$ cat src/design/ofm_defines.svh
/*
  Constants of the oscillation frequency monitor: register byte addresses,
  write key and enable codes, limit reset values and measurement figures.
  Assumes it is included by bare name after the package that holds the types.
*/
`ifndef OFM_DEFINES_SVH
`define OFM_DEFINES_SVH

// ------------------------------------------------------------------
// Register byte addresses
// ------------------------------------------------------------------
`define OFM_ADDR_WRITE_KEY     32'h4004_0800
`define OFM_ADDR_ENABLE_CODE   32'h4004_0804
`define OFM_ADDR_LOWER_OFF     32'h4004_0808
`define OFM_ADDR_LOWER_ON      32'h4004_080C
`define OFM_ADDR_UPPER_OFF     32'h4004_0810
`define OFM_ADDR_UPPER_ON      32'h4004_0814
`define OFM_ADDR_STATUS        32'h4004_0818

// ------------------------------------------------------------------
// Codes and reset values
// ------------------------------------------------------------------
`define OFM_KEY_UNLOCK         8'hF9
`define OFM_KEY_LOCK           8'h06
`define OFM_CODE_ENABLE        8'hE4
`define OFM_CODE_DISABLE       8'h00
`define OFM_LIMIT_W            9
`define OFM_RST_LOWER_OFF      9'h010
`define OFM_RST_LOWER_ON       9'h0D1
`define OFM_RST_UPPER_OFF      9'h028
`define OFM_RST_UPPER_ON       9'h139

// ------------------------------------------------------------------
// Measurement figures
// ------------------------------------------------------------------
`define OFM_REF_WINDOW         128
`define OFM_TARGET_DIV         4
`define OFM_PERSIST_WINDOWS    4
`define OFM_STATUS_FAULT_BIT   0
`define OFM_STATUS_ACTIVE_BIT  1
`define OFM_STATUS_LOW_BIT     2
`define OFM_STATUS_HIGH_BIT    3
`define OFM_STATUS_COUNT_LSB   8

`endif

$ cat src/design/ofm_pkg.sv
/*
  Types of the oscillation frequency monitor: bus request carrier, measurement
  result carrier and persistence states.
  Assumes nothing of its surroundings.
*/
package ofm_pkg;

  // ------------------------------------------------------------------
  // Carriers
  // ------------------------------------------------------------------
  typedef struct packed {
    logic [31:0] addr;
    logic [31:0] wdata;
    logic        wr;
    logic        rd;
  } ofm_bus_req_t;

  typedef struct packed {
    logic       done;
    logic [8:0] count;
  } ofm_meas_t;

  // ------------------------------------------------------------------
  // Persistence filter states
  // ------------------------------------------------------------------
  typedef enum logic {
    OFM_CLOCK_GOOD,
    OFM_CLOCK_FAULT
  } ofm_fault_state_t;

endpackage : ofm_pkg

$ cat src/design/ofm_window.sv
/*
  Measurement window: counts the monitored oscillator divided by four over a
  fixed number of reference clock cycles and reports the count once per window.
  Assumes both clock levels are synchronous to clk_i and slower than half its rate.
*/
`timescale 1ns/100ps
`include "ofm_defines.svh"
module ofm_window #(
  parameter int REF_WINDOW = `OFM_REF_WINDOW,
  parameter int TARGET_DIV = `OFM_TARGET_DIV
) (
  // Clock and reset
  input  wire logic              clk_i,
  input  wire logic              nrst_i,
  // Clock levels and control
  input  wire logic              ref_level_i,
  input  wire logic              osc_level_i,
  input  wire logic              active_i,
  // Result
  output ofm_pkg::ofm_meas_t     meas_o,
  output logic                   osc_edge_o
);
  import ofm_pkg::*;

  localparam int RW = $clog2(REF_WINDOW);
  localparam int DW = $clog2(TARGET_DIV);

  typedef struct packed {
    logic          ref_prev;
    logic          osc_prev;
    logic [RW-1:0] ref_cnt;
    logic [DW-1:0] div;
    logic [8:0]    cnt;
    ofm_meas_t     meas;
  } ofm_win_state_t;

  ofm_win_state_t s_q, s_d;
  logic ref_rise, osc_rise;

  // The window is fixed in reference edges; the limits absorb the reference spread.
  assign ref_rise   = ref_level_i & ~s_q.ref_prev;
  assign osc_rise   = osc_level_i & ~s_q.osc_prev;
  assign osc_edge_o = osc_rise;
  assign meas_o     = s_q.meas;

  always_comb begin
    s_d           = s_q;
    s_d.ref_prev  = ref_level_i;
    s_d.osc_prev  = osc_level_i;
    s_d.meas.done = 1'b0;
    if (!active_i) begin
      s_d.ref_cnt = '0;
      s_d.div     = '0;
      s_d.cnt     = '0;
    end else begin
      // Target divided by four; the count saturates rather than wrapping.
      if (osc_rise) begin
        s_d.div = s_q.div + DW'(1);
        if (s_q.div == DW'(TARGET_DIV - 1) && s_q.cnt != 9'h1FF) begin
          s_d.cnt = s_q.cnt + 9'h001;
        end
      end
      if (ref_rise) begin
        s_d.ref_cnt = s_q.ref_cnt + RW'(1);
        if (s_q.ref_cnt == RW'(REF_WINDOW - 1)) begin
          // A stopped oscillator ends the window with a count of zero.
          s_d.meas.done  = 1'b1;
          s_d.meas.count = s_q.cnt;
          s_d.cnt        = '0;
          s_d.div        = '0;
        end
      end
    end
  end

  always_ff @(posedge clk_i) begin
    if (!nrst_i) begin
      s_q <= '0;
    end else begin
      s_q <= s_d;
    end
  end

endmodule : ofm_window

$ cat src/design/ofm_persist.sv
/*
  Persistence filter: a fault is declared after a run of bad windows and
  cleared after an equal run of good windows.
  Assumes one result pulse per measurement window.
*/
`timescale 1ns/100ps
`include "ofm_defines.svh"
module ofm_persist #(
  parameter int PERSIST_WINDOWS = `OFM_PERSIST_WINDOWS
) (
  // Clock and reset
  input  wire logic  clk_i,
  input  wire logic  nrst_i,
  // Window results
  input  wire logic  active_i,
  input  wire logic  done_i,
  input  wire logic  bad_i,
  // Filtered fault
  output logic       fault_o
);
  import ofm_pkg::*;

  localparam int PW = $clog2(PERSIST_WINDOWS + 1);

  typedef struct packed {
    ofm_fault_state_t state;
    logic [PW-1:0]    run;
  } ofm_persist_state_t;

  ofm_persist_state_t s_q, s_d;

  assign fault_o = (s_q.state == OFM_CLOCK_FAULT);

  always_comb begin
    s_d = s_q;
    if (!active_i) begin
      s_d.state = OFM_CLOCK_GOOD;
      s_d.run   = '0;
    end else if (done_i) begin
      case (s_q.state)
        OFM_CLOCK_GOOD: begin
          // One stray window never trips the reset.
          if (!bad_i) begin
            s_d.run = '0;
          end else if (s_q.run == PW'(PERSIST_WINDOWS - 1)) begin
            s_d.state = OFM_CLOCK_FAULT;
            s_d.run   = '0;
          end else begin
            s_d.run = s_q.run + PW'(1);
          end
        end
        OFM_CLOCK_FAULT: begin
          // Release needs an unbroken run of good windows.
          if (bad_i) begin
            s_d.run = '0;
          end else if (s_q.run == PW'(PERSIST_WINDOWS - 1)) begin
            s_d.state = OFM_CLOCK_GOOD;
            s_d.run   = '0;
          end else begin
            s_d.run = s_q.run + PW'(1);
          end
        end
        default: begin
          s_d.state = OFM_CLOCK_GOOD;
          s_d.run   = '0;
        end
      endcase
    end
  end

  always_ff @(posedge clk_i) begin
    if (!nrst_i) begin
      s_q <= '{state: OFM_CLOCK_GOOD, run: '0};
    end else begin
      s_q <= s_d;
    end
  end

endmodule : ofm_persist

$ cat src/design/ofm_top.sv
/*
  Oscillation frequency monitor top: register file with write key, enable
  code and four limit registers, limit pair selection, out-of-range compare
  and the chip reset and pin float outputs.
  Assumes nrst_i carries only the pin, power-on and voltage-detect resets; the
  monitor's own, watchdog and core resets are never routed here. Clock levels
  and mode inputs are synchronous to clk_i.
*/
// Local design decision: the strobed register port.
`timescale 1ns/100ps
`include "ofm_defines.svh"
module ofm_top #(
  parameter int REF_WINDOW      = `OFM_REF_WINDOW,
  parameter int TARGET_DIV      = `OFM_TARGET_DIV,
  parameter int PERSIST_WINDOWS = `OFM_PERSIST_WINDOWS
) (
  // Clock and cold reset
  input  wire logic                 clk_i,
  input  wire logic                 nrst_i,
  // Register port
  input  wire logic [31:0]          addr_i,
  input  wire logic [31:0]          wdata_i,
  input  wire logic                 wr_i,
  input  wire logic                 rd_i,
  output logic      [31:0]          rdata_o,
  // Monitored and reference clock levels
  input  wire logic                 osc_level_i,
  input  wire logic                 ref_level_i,
  // Operating mode and clock selection
  input  wire logic                 pll_active_select_i,
  input  wire logic                 stop_mode_i,
  input  wire logic                 warmup_i,
  // Reset outputs
  output logic                      monitor_reset_o,
  output logic                      io_float_o,
  output logic                      core_reset_o
);
  import ofm_pkg::*;

  // ------------------------------------------------------------------
  // State
  // ------------------------------------------------------------------
  typedef struct packed {
    logic [7:0]  key;
    logic [7:0]  code;
    logic [8:0]  lower_off;
    logic [8:0]  lower_on;
    logic [8:0]  upper_off;
    logic [8:0]  upper_on;
    logic [31:0] rdata;
    logic [8:0]  last_count;
    logic        low_seen;
    logic        high_seen;
    logic        active;
    logic        mon_rst;
    logic        io_float;
    logic        core_rst;
  } ofm_regs_t;

  ofm_regs_t    r_q, r_d;
  ofm_bus_req_t req;
  ofm_meas_t    meas;
  logic         osc_edge;
  logic         fault;
  logic         check_ok;
  logic [8:0]   lower_sel;
  logic [8:0]   upper_sel;
  logic         too_low;
  logic         too_high;

  assign req = '{addr: addr_i, wdata: wdata_i, wr: wr_i, rd: rd_i};

  // ------------------------------------------------------------------
  // Decode helpers
  // ------------------------------------------------------------------
  function automatic logic is_limit(input logic [31:0] a);
    is_limit = (a == `OFM_ADDR_LOWER_OFF) || (a == `OFM_ADDR_LOWER_ON) ||
               (a == `OFM_ADDR_UPPER_OFF) || (a == `OFM_ADDR_UPPER_ON);
  endfunction : is_limit

  function automatic logic [31:0] widen9(input logic [8:0] v);
    widen9 = {23'h00_0000, v};
  endfunction : widen9

  // ------------------------------------------------------------------
  // Check enable and compare
  // ------------------------------------------------------------------
  // Checking runs only when enabled and neither in STOP nor its warm-up,
  // so NORMAL and IDLE are the only modes that see it.
  assign check_ok = (r_q.code == `OFM_CODE_ENABLE) && !stop_mode_i && !warmup_i;

  // The pair follows the PLL selection with no software action.
  assign lower_sel = pll_active_select_i ? r_q.lower_on : r_q.lower_off;
  assign upper_sel = pll_active_select_i ? r_q.upper_on : r_q.upper_off;
  assign too_low   = meas.count < lower_sel;
  assign too_high  = meas.count > upper_sel;

  // ------------------------------------------------------------------
  // Measurement and persistence
  // ------------------------------------------------------------------
  ofm_window #(
    .REF_WINDOW (REF_WINDOW),
    .TARGET_DIV (TARGET_DIV)
  ) u_window (
    .clk_i       (clk_i),
    .nrst_i      (nrst_i),
    .ref_level_i (ref_level_i),
    .osc_level_i (osc_level_i),
    .active_i    (r_q.active),
    .meas_o      (meas),
    .osc_edge_o  (osc_edge)
  );

  ofm_persist #(
    .PERSIST_WINDOWS (PERSIST_WINDOWS)
  ) u_persist (
    .clk_i    (clk_i),
    .nrst_i   (nrst_i),
    .active_i (r_q.active),
    .done_i   (meas.done),
    .bad_i    (too_low | too_high),
    .fault_o  (fault)
  );

  // ------------------------------------------------------------------
  // Next state
  // ------------------------------------------------------------------
  always_comb begin
    r_d        = r_q;
    r_d.rdata  = 32'h0000_0000;
    r_d.active = check_ok;

    // Write key: anything but the two codes falls back to locked.
    if (req.wr && req.addr == `OFM_ADDR_WRITE_KEY) begin
      if (req.wdata[7:0] == `OFM_KEY_UNLOCK) begin
        r_d.key = `OFM_KEY_UNLOCK;
      end else begin
        r_d.key = `OFM_KEY_LOCK;
      end
    end

    // Enable code: unlocked, only the two codes are taken.
    if (req.wr && req.addr == `OFM_ADDR_ENABLE_CODE && r_q.key == `OFM_KEY_UNLOCK) begin
      if (req.wdata[7:0] == `OFM_CODE_ENABLE || req.wdata[7:0] == `OFM_CODE_DISABLE) begin
        r_d.code = req.wdata[7:0];
      end
    end

    // Limits change only while unlocked and detection is off; the key and
    // code are judged before this cycle's write, so a key write in the same
    // cycle cannot open the gate early.
    if (req.wr && is_limit(req.addr) && r_q.key == `OFM_KEY_UNLOCK &&
        r_q.code != `OFM_CODE_ENABLE) begin
      case (req.addr)
        `OFM_ADDR_LOWER_OFF: r_d.lower_off = req.wdata[8:0];
        `OFM_ADDR_LOWER_ON:  r_d.lower_on  = req.wdata[8:0];
        `OFM_ADDR_UPPER_OFF: r_d.upper_off = req.wdata[8:0];
        `OFM_ADDR_UPPER_ON:  r_d.upper_on  = req.wdata[8:0];
        default:             r_d.lower_off = r_q.lower_off;
      endcase
    end

    // Reads never depend on the key.
    if (req.rd) begin
      case (req.addr)
        `OFM_ADDR_WRITE_KEY:   r_d.rdata = {24'h00_0000, r_q.key};
        `OFM_ADDR_ENABLE_CODE: r_d.rdata = {24'h00_0000, r_q.code};
        `OFM_ADDR_LOWER_OFF:   r_d.rdata = widen9(r_q.lower_off);
        `OFM_ADDR_LOWER_ON:    r_d.rdata = widen9(r_q.lower_on);
        `OFM_ADDR_UPPER_OFF:   r_d.rdata = widen9(r_q.upper_off);
        `OFM_ADDR_UPPER_ON:    r_d.rdata = widen9(r_q.upper_on);
        `OFM_ADDR_STATUS: begin
          r_d.rdata[`OFM_STATUS_FAULT_BIT]  = r_q.mon_rst;
          r_d.rdata[`OFM_STATUS_ACTIVE_BIT] = r_q.active;
          r_d.rdata[`OFM_STATUS_LOW_BIT]    = r_q.low_seen;
          r_d.rdata[`OFM_STATUS_HIGH_BIT]   = r_q.high_seen;
          r_d.rdata[`OFM_STATUS_COUNT_LSB +: 9] = r_q.last_count;
        end
        default:               r_d.rdata = 32'h0000_0000;
      endcase
    end

    // Latest window result, kept for software to observe.
    if (meas.done && r_q.active) begin
      r_d.last_count = meas.count;
      r_d.low_seen   = too_low;
      r_d.high_seen  = too_high;
    end

    // Chip reset and pin float follow the filtered fault together.
    r_d.mon_rst  = fault;
    r_d.io_float = fault;

    // The core side only moves on a monitored clock edge, so a dead
    // oscillator leaves the core frozen in its last state.
    if (osc_edge) begin
      r_d.core_rst = r_q.mon_rst;
    end
  end

  // ------------------------------------------------------------------
  // Registers
  // ------------------------------------------------------------------
  // Only the cold reset reaches here, so the monitor's own reset leaves
  // every register and the check running.
  always_ff @(posedge clk_i) begin
    if (!nrst_i) begin
      r_q <= '{key:        `OFM_KEY_LOCK,
               code:       `OFM_CODE_DISABLE,
               lower_off:  `OFM_RST_LOWER_OFF,
               lower_on:   `OFM_RST_LOWER_ON,
               upper_off:  `OFM_RST_UPPER_OFF,
               upper_on:   `OFM_RST_UPPER_ON,
               default:    '0};
    end else begin
      r_q <= r_d;
    end
  end

  // ------------------------------------------------------------------
  // Outputs
  // ------------------------------------------------------------------
  assign rdata_o         = r_q.rdata;
  assign monitor_reset_o = r_q.mon_rst;
  assign io_float_o      = r_q.io_float;
  assign core_reset_o    = r_q.core_rst;

endmodule : ofm_top

$ cat config.mk
export PLATFORM = sky130hd
export DESIGN_NAME = ofm_top
export DESIGN_NICKNAME = d
export VERILOG_FILES = /design/src/design/ofm_pkg.sv /design/src/design/ofm_window.sv /design/src/design/ofm_persist.sv /design/src/design/ofm_top.sv
export VERILOG_INCLUDE_DIRS = /design/src /design/src/design
export SDC_FILE = /design/constraint.sdc
export NUM_CORES = 1
export LEC_CHECK = 0
export BUFFER_PORTS_ARGS = -buffer_cell sky130_fd_sc_hd__clkbuf_2
export CORE_AREA = 2 2 113 115
export DETAILED_ROUTE_END_ITERATION = 8
export DIE_AREA = 0 0 115 117
export HOLD_SLACK_MARGIN = 0.12
export PLACE_DENSITY = 0.65
export SYNTH_ARGS = -nofsm -noshare
export SYNTH_HDL_FRONTEND = slang
export SYNTH_SLANG_ARGS = --single-unit
export TNS_END_PERCENT = 100
$ cat constraint.sdc
create_clock -name clk_i -period 4.85 [get_ports clk_i]
set_input_delay 1.455 -clock clk_i [delete_from_list [all_inputs] [get_ports clk_i]]
set_output_delay 1.455 -clock clk_i [all_outputs]
set_load 0.01 [all_outputs]
# [After elaboration in Yosys (flattened, before gate mapping)]
# Cells that the tools add are included.
[classes] add_sub_neg=4 n_lt_le_gt_ge=2 eq_ne=16 muxes=18 bitwise_logic=6 n_reduce_logical=26
[op_table] op="$eq A32 B31 Y1 const B" count=7
[op_table] op="$pmux W9 S5" count=1
[op_table] op="$mux W21" count=2
[op_table] op="$eq A8 B8 Y1 const B" count=4
[op_table] op="$pmux W4 S7" count=1
[op_table] op="$mux W9" count=3
[op_table] op="$pmux W4 S6" count=1
[op_table] op="$reduce_and A2 Y1" count=7
[op_table] op="$mux W11" count=1
[op_table] op="$logic_and A1 B1 Y1" count=10
[op_table] op="$add A9 B1 Y9 const B" count=1
[op_table] op="$gt A9 B9 Y1" count=1
[op_table] op="$lt A9 B9 Y1" count=1
[op_table] op="$mux W3" count=3
[op_table] op="$ne A9 B9 Y1 const B" count=1
[op_table] op="$logic_not A8 Y1" count=1
[op_table] op="$mux W8" count=1
[op_table] op="$ne A8 B8 Y1 const B" count=1
[op_table] op="$pmux W4 S2" count=1
[op_table] op="$add A7 B1 Y7 const B" count=1
[op_table] op="$eq A7 B7 Y1 const B" count=1
[op_table] op="$reduce_and A3 Y1" count=2
[op_table] op="$logic_or A1 B1 Y1" count=4
[op_table] op="$mux W1" count=4
[op_table] op="8 further kinds" count=12
[totals] ff_bits=132 input_bits=73 out_inout_bits=35 word_cells=95

# [Longest topological paths before layout]
# Gate-level depths: netlist of the first run.
[depth] ltp_word=8 depth_mapped=11 depth_no_buf=10

# [Cells and area by module]
# A second synthesis of the first run with hierarchy kept.
[unflattened] cells_unflattened=624 hier_area_um2=5871.9
[by_module_without_submodules] module="ofm_top" n_inst=1 cells_per_inst=456 area_each_um2=4285.4 seq_area_each_um2=1541.5
[by_module_without_submodules] module="ofm_window" n_inst=1 cells_per_inst=149 area_each_um2=1381.3 seq_area_each_um2=600.6
[by_module_without_submodules] module="ofm_persist" n_inst=1 cells_per_inst=19 area_each_um2=205.2 seq_area_each_um2=80.1

# [Worst setup path after synthesis of the first run]
# Ideal clock, no wire load.
[synth_timing] path_type="input-to-reg" startpoint="in pll_active_select_i" endpoint="reg u_persist.s_q[2] (netlist name)" setup_time_ns=0.079 arrival_ns=4.132 t_required_ns=4.771 path_slack_ns=0.640 stages=10 n_path_buf=2 path_cell_list="buf_2 > buf_1 > mux2i_1 > ha_1 > a21o_1 > a21o_1 > a2111oi_1 > o32ai_1 > or4b_1 > o211ai_1"
[synth_via] elab_chain_len=5 word_cells_on_any_way=8 cone_classes="2 x order compare; 5 x mux; 1 x bitwise"
[synth_rtl] element="start, declared" line="ofm_top.sv:30" source="input wire logic pll_active_select_i,"
[synth_rtl] element="$mux W9, on equally long branches" line="ofm_top.sv:93, ofm_top.sv:94"
[synth_rtl] element="$lt A9 B9 Y1 / $gt A9 B9 Y1 (equally long branches)" line="ofm_top.sv:95, ofm_top.sv:96"
[synth_rtl] element="$or A1 B1 Y1 (*)" line="ofm_top.sv:121" source=".bad_i (too_low | too_high),"
[synth_rtl] element="$mux W3, on equally long branches" line="ofm_persist.sv:54, ofm_persist.sv:43"
[synth_rtl] element="$pmux W4 S2 (*)" line="ofm_persist.sv:40" source="case (s_q.state)"
[synth_rtl] element="end signal, assigned" line="ofm_persist.sv:73" source="s_q <= '{state: OFM_CLOCK_GOOD, run: '0};"
[synth_rtl] element="end, declared" line="ofm_persist.sv:30" source="ofm_persist_state_t s_q, s_d;"
# Mark *: on every way between the ends. The rest lies on a longest branch, timed or not.
# A chain may end at the register's enable or synchronous reset.

# [Worst setup path in the final report of the first run]
# Same ends and word-level chain as after synthesis.

==> results_dict.tcl, run 1 <==
set metrics [dict create \
    post-route-period-util_pct 80.6 \
    slew_headroom_pct 42.3 \
    final_layout_size_suffix_gt1_share_pct 17.9 \
    synth_seq_area_share_pct 39.6 \
    tritoncts_num_sinks 111 \
    routed_wire_length_per_instance_um 16.3 \
    ys_dominant_reg_cell "sky130_fd_sc_hd__dfxtp_1" \
    via_count 4216 \
    grtUsageMet1_pct 26.1 \
    number_of_hold_violations_in_the_final_report 0 \
    async_reset_ff_share_pct 0 \
    via_per_inst 5.39 \
    total_grt_overflow 0 \
    drcViolationCount 0 \
    post_cts.repair.setup_buffers 0 \
    grtUsageMet2_pct 31.0 \
    globalRoute.busiestLayer "met2" \
    critPathRequiredTime_ps 5120 \
    setup_viol_count_final 0 \
    die_w_um 115 \
    ports_placed_on_the_boundary 108 \
    postCtsResizedCells 0 \
    initial_utilization_pct 45.5 \
    rows 41 \
    ctsRootBufferMaster "sky130_fd_sc_hd__clkbuf_16" \
    nets_final 722 \
    design.core.area_um2 12300 \
    post-route-cell-area_um2 6170 \
    die-height_um 117 \
    antenna_cells 0 \
    power_density_nw_per_um2 277 \
    cts_h_tree_depth 3 \
    cts_hold_buffers 0 \
    max_cap_viols 0 \
    synth_area_per_cell_um2 9.60 \
    synth_enable_flop_cells 0 \
    postSynthCellCount 584 \
    skew_ps 12.1 \
    pin_count_of_the_biggest_net_entering_global_routing 53 \
    worst_hold_path_type "reg -> reg" \
    layout_min_cycle_time_ps 3910 \
    detail-route-antenna-nets 0 \
    most_common_library_cell_in_the_layout_ignoring_fill_and_taps "sky130_fd_sc_hd__dfxtp_1" \
    endpoint_kind "register" \
    post-dp-hpwl_um 9440 \
    grt_antenna_before_repair 0 \
    cp_data_arrival_time_ps 4180 \
    wire_length_of_the_first_global_routing_pass_um 20200 \
    achievable-frequency_mhz 256 \
    numCtsBuffers 9 \
    clk_transition_reported_paths_ps 70 \
    track_usage_pct 19.5 \
    worst-r2r-setup-slack_ps 2280 \
    cellLeakagePower_nw 2.75 \
    path_class "in -> reg" \
    dr.pass1.iters 5 \
    die_area_um2 13500 \
    cts_tree "built" \
    worst_slew_pin_slew_ps 866 \
    layout.cells.most_common_list "111 x sky130_fd_sc_hd__dfxtp_1, 76 x sky130_fd_sc_hd__mux2i_1, 71 x sky130_fd_sc_hd__nand2_1" \
    finish.utilization_pct 50.1 \
    totalNegativeSetupSlack_ps 0 \
    peakVddDrop_mv 0.195 \
    drt-initial-drc-count 300 \
    rsz0062_at_grt "false" \
    ys_seq_elements 111 \
    run_status "complete, no violations" \
    route.final.wire_length_um 12700 \
    ys_types 56 \
    final.fill_count 1182 \
    clk_path_buf_depth 2 \
    gpl.final_weighted_congestion 0.895 \
    groute.layer.met3.usage_pct 3.60 \
    clock_latency_ps 350 \
    mappedNetlistArea_um2 5610 \
    post_dp_cell_area_um2 5890 \
    max_transition_viols_final 0 \
    critical_path.max_fanout 10 \
    io_buffers 69 \
    startpoint_type "input port" \
    area.growth.synth_to_final_pct 10.1 \
    yosysWarnings 0 \
    first_global_vias 3919 \
]
## synthesized netlist by cell type (all sizes together), types with 3 or more instances
library cell	n	share of area, %
and3	8	0.89
ha	22	4.9
a21o	4	0.54
xor2	7	1.1
nand3	9	0.98
nand4	6	1.2
buf	42	5.4
and2	14	1.6
xnor2	8	1.2
mux2	3	0.60
nor2b	41	4.6
and4	4	0.62
nand2	73	5.2
nor4	10	2.6
nor2	33	2.2
clkbuf	17	1.1
a222oi	3	0.54
a221oi	4	0.62
nor3	14	1.3
o21ai	12	1.1
a21boi	14	1.9
mux2i	76	14
a32oi	3	0.47
inv	5	0.33
a21oi	14	1.2
dfxtp	111	40
## logic make-up after synthesis
| family | after synthesis | share of synthesized area [%] |
|---|---|---|
| flops | 111 | 39.6 |
| mux | 79 | 14.2 |
| compound gates | 68 | 8.41 |
| buf+inv | 64 | 6.87 |
| fa+ha+maj | 22 | 4.91 |
| xor+xnor | 15 | 2.34 |
| simple gates | 224 | 23.6 |
| other cells | 1 | 0.0669 |
## worst paths after layout
check | from | end | cells past startpoint
hold reg to reg | r_q[7] | rdata_o[9] | 1
setup reg to reg | r_q[49] | u_persist.s_q[2] | 8
hold / removal | r_q[7] | rdata_o[9] | 1
setup / recovery | pll_active_select_i | u_persist.s_q[2] | 10
## cell type report
cell class                 count  area (um2)  area share, %
sequential                   111        2220           36.0
clock buffer                   9         225           3.65
inverter                       5        18.8          0.304
multi-input combinational    423        3060           49.6
tap                          150         188           3.04
timing repair buffer          77         405           6.57
clock inverter                 7        55.1          0.892
## state kept, by name, indices dropped and copies added, names as in the netlist, named ones only
signal and flops:
core_reset_o 1, u_window.meas_o 10, r_q 58, io_float_o 1, u_window.s_q 20, u_persist.s_q 3
rdata_o 17
## critical path, stage by stage
cell                        delay, ps
sky130_fd_sc_hd__clkbuf_2         320
sky130_fd_sc_hd__buf_4            280
sky130_fd_sc_hd__mux2i_1          290
sky130_fd_sc_hd__ha_1             290
sky130_fd_sc_hd__a21oi_1          110
sky130_fd_sc_hd__o21ai_0          120
sky130_fd_sc_hd__a2111oi_1        440
sky130_fd_sc_hd__o32ai_1          250
sky130_fd_sc_hd__or4b_1           510
sky130_fd_sc_hd__o211ai_1         100
## routing by layer
metal / vias to the layer above / part of all wire (%) / wire length, um
met5: - / 0 / 0
met4: 0 / 2.5 / 320
met3: 21 / 6.2 / 784
met2: 133 / 45 / 5670
met1: 1975 / 47 / 5950
li1: 2087 / - / -
## power breakdown
part,switching (mW),internal [mW],leakage [nW]
Sequential,0.000213,0.911,0.895
Clock,0.350,0.355,0.138
Combinational,0.0549,0.0388,1.72
Total,0.405,1.31,2.75
## metrics by stage
stage                     std cells  setup slack, ps  hold WS (ps)  power, mW
after floorplan                 598              640           430      0.992
after global placement          766              648           445       1.02
after detailed placement        766              583           445       1.03
after CTS                       782              939           464       1.73
after global routing            782              701           483       1.77
final                           782              942           458       1.71
No activity file was read; power rests on OpenSTA's default activity.
==> run 2: changes to the inputs <==
- ABC_AREA: default -> 1
- CORE_AREA: 2 2 113 115 -> 2 2 116 118
- DIE_AREA: 0 0 115 117 -> 0 0 118 120
- PLACE_DENSITY: 0.65 -> 0.68
- clock period: 4.85 -> 3.25 ns (I/O delays scaled with it)
==> run 2 against run 1 <==
Non-clock buffer count decreased by 3; sequential share of layout area shrank 2.0 points; count of clock-buffer cells in the layout up 4; via count increased by 23%; sequential power increased by 49%; critical path depth grew 3; synthesized cell count rose by 41%; critical endpoint is now u_persist.s_q[1]; largest power group unchanged.
==> results_dict.tcl, run 2 <==
set metrics [dict create \
    run_status "complete, no violations" \
    ctsRootBufferMaster "sky130_fd_sc_hd__clkbuf_16" \
    largest_register_ff_count 58 \
    post-dp-hpwl_um 10300 \
    via_count 5180 \
    final_layout_size_suffix_gt1_share_pct 16.2 \
    endpoint_kind "register" \
    cts_h_tree_depth 3 \
    design.core.area_um2 13000 \
    post_cts.repair.setup_buffers 0 \
    startpoint_type "input port" \
    cellLeakagePower_nw 3.02 \
    most_common_library_cell_in_the_layout_ignoring_fill_and_taps "sky130_fd_sc_hd__nand2_1" \
    ys_top_cells_by_count "145 x sky130_fd_sc_hd__nand2_1, 111 x sky130_fd_sc_hd__dfxtp_1, 102 x sky130_fd_sc_hd__nor2_1" \
    cts_tree "built" \
    fin_total_pwr_mw 2.69 \
    nets_final 964 \
    skew_ps 9.43 \
    worst_hold_slack_ps 442 \
    clk_transition_reported_paths_ps 70 \
    wire_length_of_the_first_global_routing_pass_um 22100 \
    mappedNetlistArea_um2 5940 \
    drt-initial-drc-count 333 \
    ys_dominant_reg_cell "sky130_fd_sc_hd__dfxtp_1" \
    worst_slew_pin_slew_ps 727 \
    routed_wire_length_per_instance_um 13.1 \
    netlist_top_cells_area "sky130_fd_sc_hd__dfxtp_1 37%, sky130_fd_sc_hd__nand2_1 9.2%, sky130_fd_sc_hd__nor2_1 6.4%" \
    via_per_inst 4.93 \
    critical_path.max_fanout 13 \
    clock_latency_ps 360 \
    critical-path-top-cell-by-count "sky130_fd_sc_hd__nand2_1" \
    async_reset_ff_share_pct 0 \
    path_class "in -> reg" \
    gpl.final_weighted_congestion 0.864 \
    pin_count_of_the_biggest_net_entering_global_routing 35 \
    die-height_um 120 \
    max_cap_viols 0 \
    yosysWarnings 0 \
    max_flop_register "r_q" \
    yosysMostFrequentCell "sky130_fd_sc_hd__nand2_1" \
    max_transition_viols_final 0 \
    layout.cells.most_common_list "145 x sky130_fd_sc_hd__nand2_1, 111 x sky130_fd_sc_hd__dfxtp_1, 102 x sky130_fd_sc_hd__nor2_1" \
    tritoncts_num_sinks 111 \
    totalNegativeSetupSlack_ps 0 \
    final.fill_count 1315 \
    layout_min_cycle_time_ps 2490 \
    ports_placed_on_the_boundary 108 \
    ys_types 43 \
    first_global_vias 4426 \
    die_w_um 118 \
    critPathRequiredTime_ps 3490 \
    io_buffers 69 \
    synth_top_area_share_pct 37.4 \
    postSynthCellCount 826 \
    initial_utilization_pct 45.7 \
    cp_data_arrival_time_ps 2720 \
    synth_seq_area_share_pct 37.4 \
    worst_hold_path_type "reg -> reg" \
    postCtsResizedCells 0 \
    detail-route-antenna-nets 0 \
    area.growth.synth_to_final_pct 10.1 \
    critical_path.slowest_cell "sky130_fd_sc_hd__ha_1" \
    rsz0062_at_grt "false" \
    post-synth-top-area-cell "sky130_fd_sc_hd__dfxtp_1" \
    dr.pass1.iters 5 \
    grt_antenna_before_repair 0 \
    achievable-frequency_mhz 402 \
    post-route-period-util_pct 76.5 \
    crit_path_cell_trace "clkbuf_2, inv_1, o21ai_0, ha_1, nand2_1, nor2_1, nand3b_1, nand3_1, nand2_1, nand2_1, nand2_1, nand3_1, a21oi_1" \
    power_density_nw_per_um2 411 \
    number_of_hold_violations_in_the_final_report 0 \
    slew_headroom_pct 51.5 \
    clk_path_buf_depth 2 \
    die_area_um2 14200 \
    numCtsBuffers 9 \
    drcViolationCount 0 \
    slowest_delay_ps 310 \
    multiInputGateArea_um2 2970 \
    synth_enable_flop_cells 0 \
    track_usage_pct 19.7 \
    route.final.wire_length_um 13700 \
    rows 42 \
    cts_hold_buffers 0 \
    peakVddDrop_mv 0.260 \
    total_grt_overflow 0 \
    setup_viol_count_final 0 \
    antenna_cells 0 \
    synth_area_per_cell_um2 7.19 \
    ys_seq_elements 111 \
    area_of_all_sequential_standard_cells_um2 2220 \
]
run 2: cell count changes after synthesis, moves of 11 or more:
cell                       change
sky130_fd_sc_hd__o21a_1       +13
sky130_fd_sc_hd__a21boi_0     -14
sky130_fd_sc_hd__nand2_1      +74
sky130_fd_sc_hd__nor2_2       +11
sky130_fd_sc_hd__and2_1       -14
sky130_fd_sc_hd__o21ai_0      +40
sky130_fd_sc_hd__nor2_1       +69
sky130_fd_sc_hd__a21oi_1      +40
sky130_fd_sc_hd__inv_2        +14
sky130_fd_sc_hd__nand3_1      +57
sky130_fd_sc_hd__nor2b_1      -41
sky130_fd_sc_hd__mux2i_1      -75
sky130_fd_sc_hd__inv_1        +93
run 2: area by class of cell:
type	instances	area share, %
clock buffers	13	4.13
repair buffers	74	5.86
inverters	113	6.51
well taps	176	3.37
flip-flops and latches	111	34.0
multi-input cells	560	45.4
clock inverters	3	0.727
run 2: report_power, final:
group | internal, mW | switching, mW | total (mW) | leakage [nW]
logic | 0.0491 | 0.104 | 0.153 | 1.97
registers | 1.36 | 0.000717 | 1.36 | 0.895
clock network | 0.666 | 0.506 | 1.17 | 0.156
run 2: worst paths after layout:
path                                           from                to  cells past startpoint  slack [ps]
worst max-delay path            pll_active_select_i  u_persist.s_q[1]                     13         760
worst min-delay path                        r_q[11]       rdata_o[13]                      2         440
worst max register to register     u_window.s_q[10]  u_window.s_q[17]                     11        1190
worst min register to register              r_q[11]       rdata_o[13]                      2         440
run 2: per-stage QoR:
step           cell area, um2  utilization (%)  worst slack, ps  cells
4_1_cts                  6540             50.4              802   1050
2_1_floorplan            5990                -              762    840
5_1_grt                  6540             50.4              572   1050
3_3_place_gp             6220             47.9              438   1034
6_report                 6540             50.4              763   1050
3_5_place_dp             6220             47.9              422   1034
run 2: worst max-delay path, delay by kind of cell:
| kind | cells | cell delay (ps) |
|---|---|---|
| adders and majority gates | 1 | 310 |
| buffers and inverters | 2 | 380 |
| AOI/OAI and AO/OA | 2 | 260 |
| and+or+nand+nor | 8 | 790 |
run 2: logic make-up (layout without fill, tap and decap cells):
logic type / after synthesis / count (layout) / synth area share [%]
simple gates: 376 / 376 / 30.0
compound gates: 138 / 138 / 13.1
other cells: 1 / 15 / 0.0632
flops: 111 / 111 / 37.4
fa+ha+maj: 22 / 22 / 4.64
xor+xnor: 8 / 8 / 1.18
mux: 1 / 1 / 0.169
buf+inv: 169 / 203 / 13.5
run 2: layer usage:
metal | track usage (%) | up-vias | share of wire (%)
met5 | 0 | - | 0
met4 | 7.15 | 0 | 1.8
met3 | 3.75 | 20 | 5.0
met2 | 30.1 | 138 | 44
met1 | 27.8 | 2322 | 49
li1 | - | 2700 | -
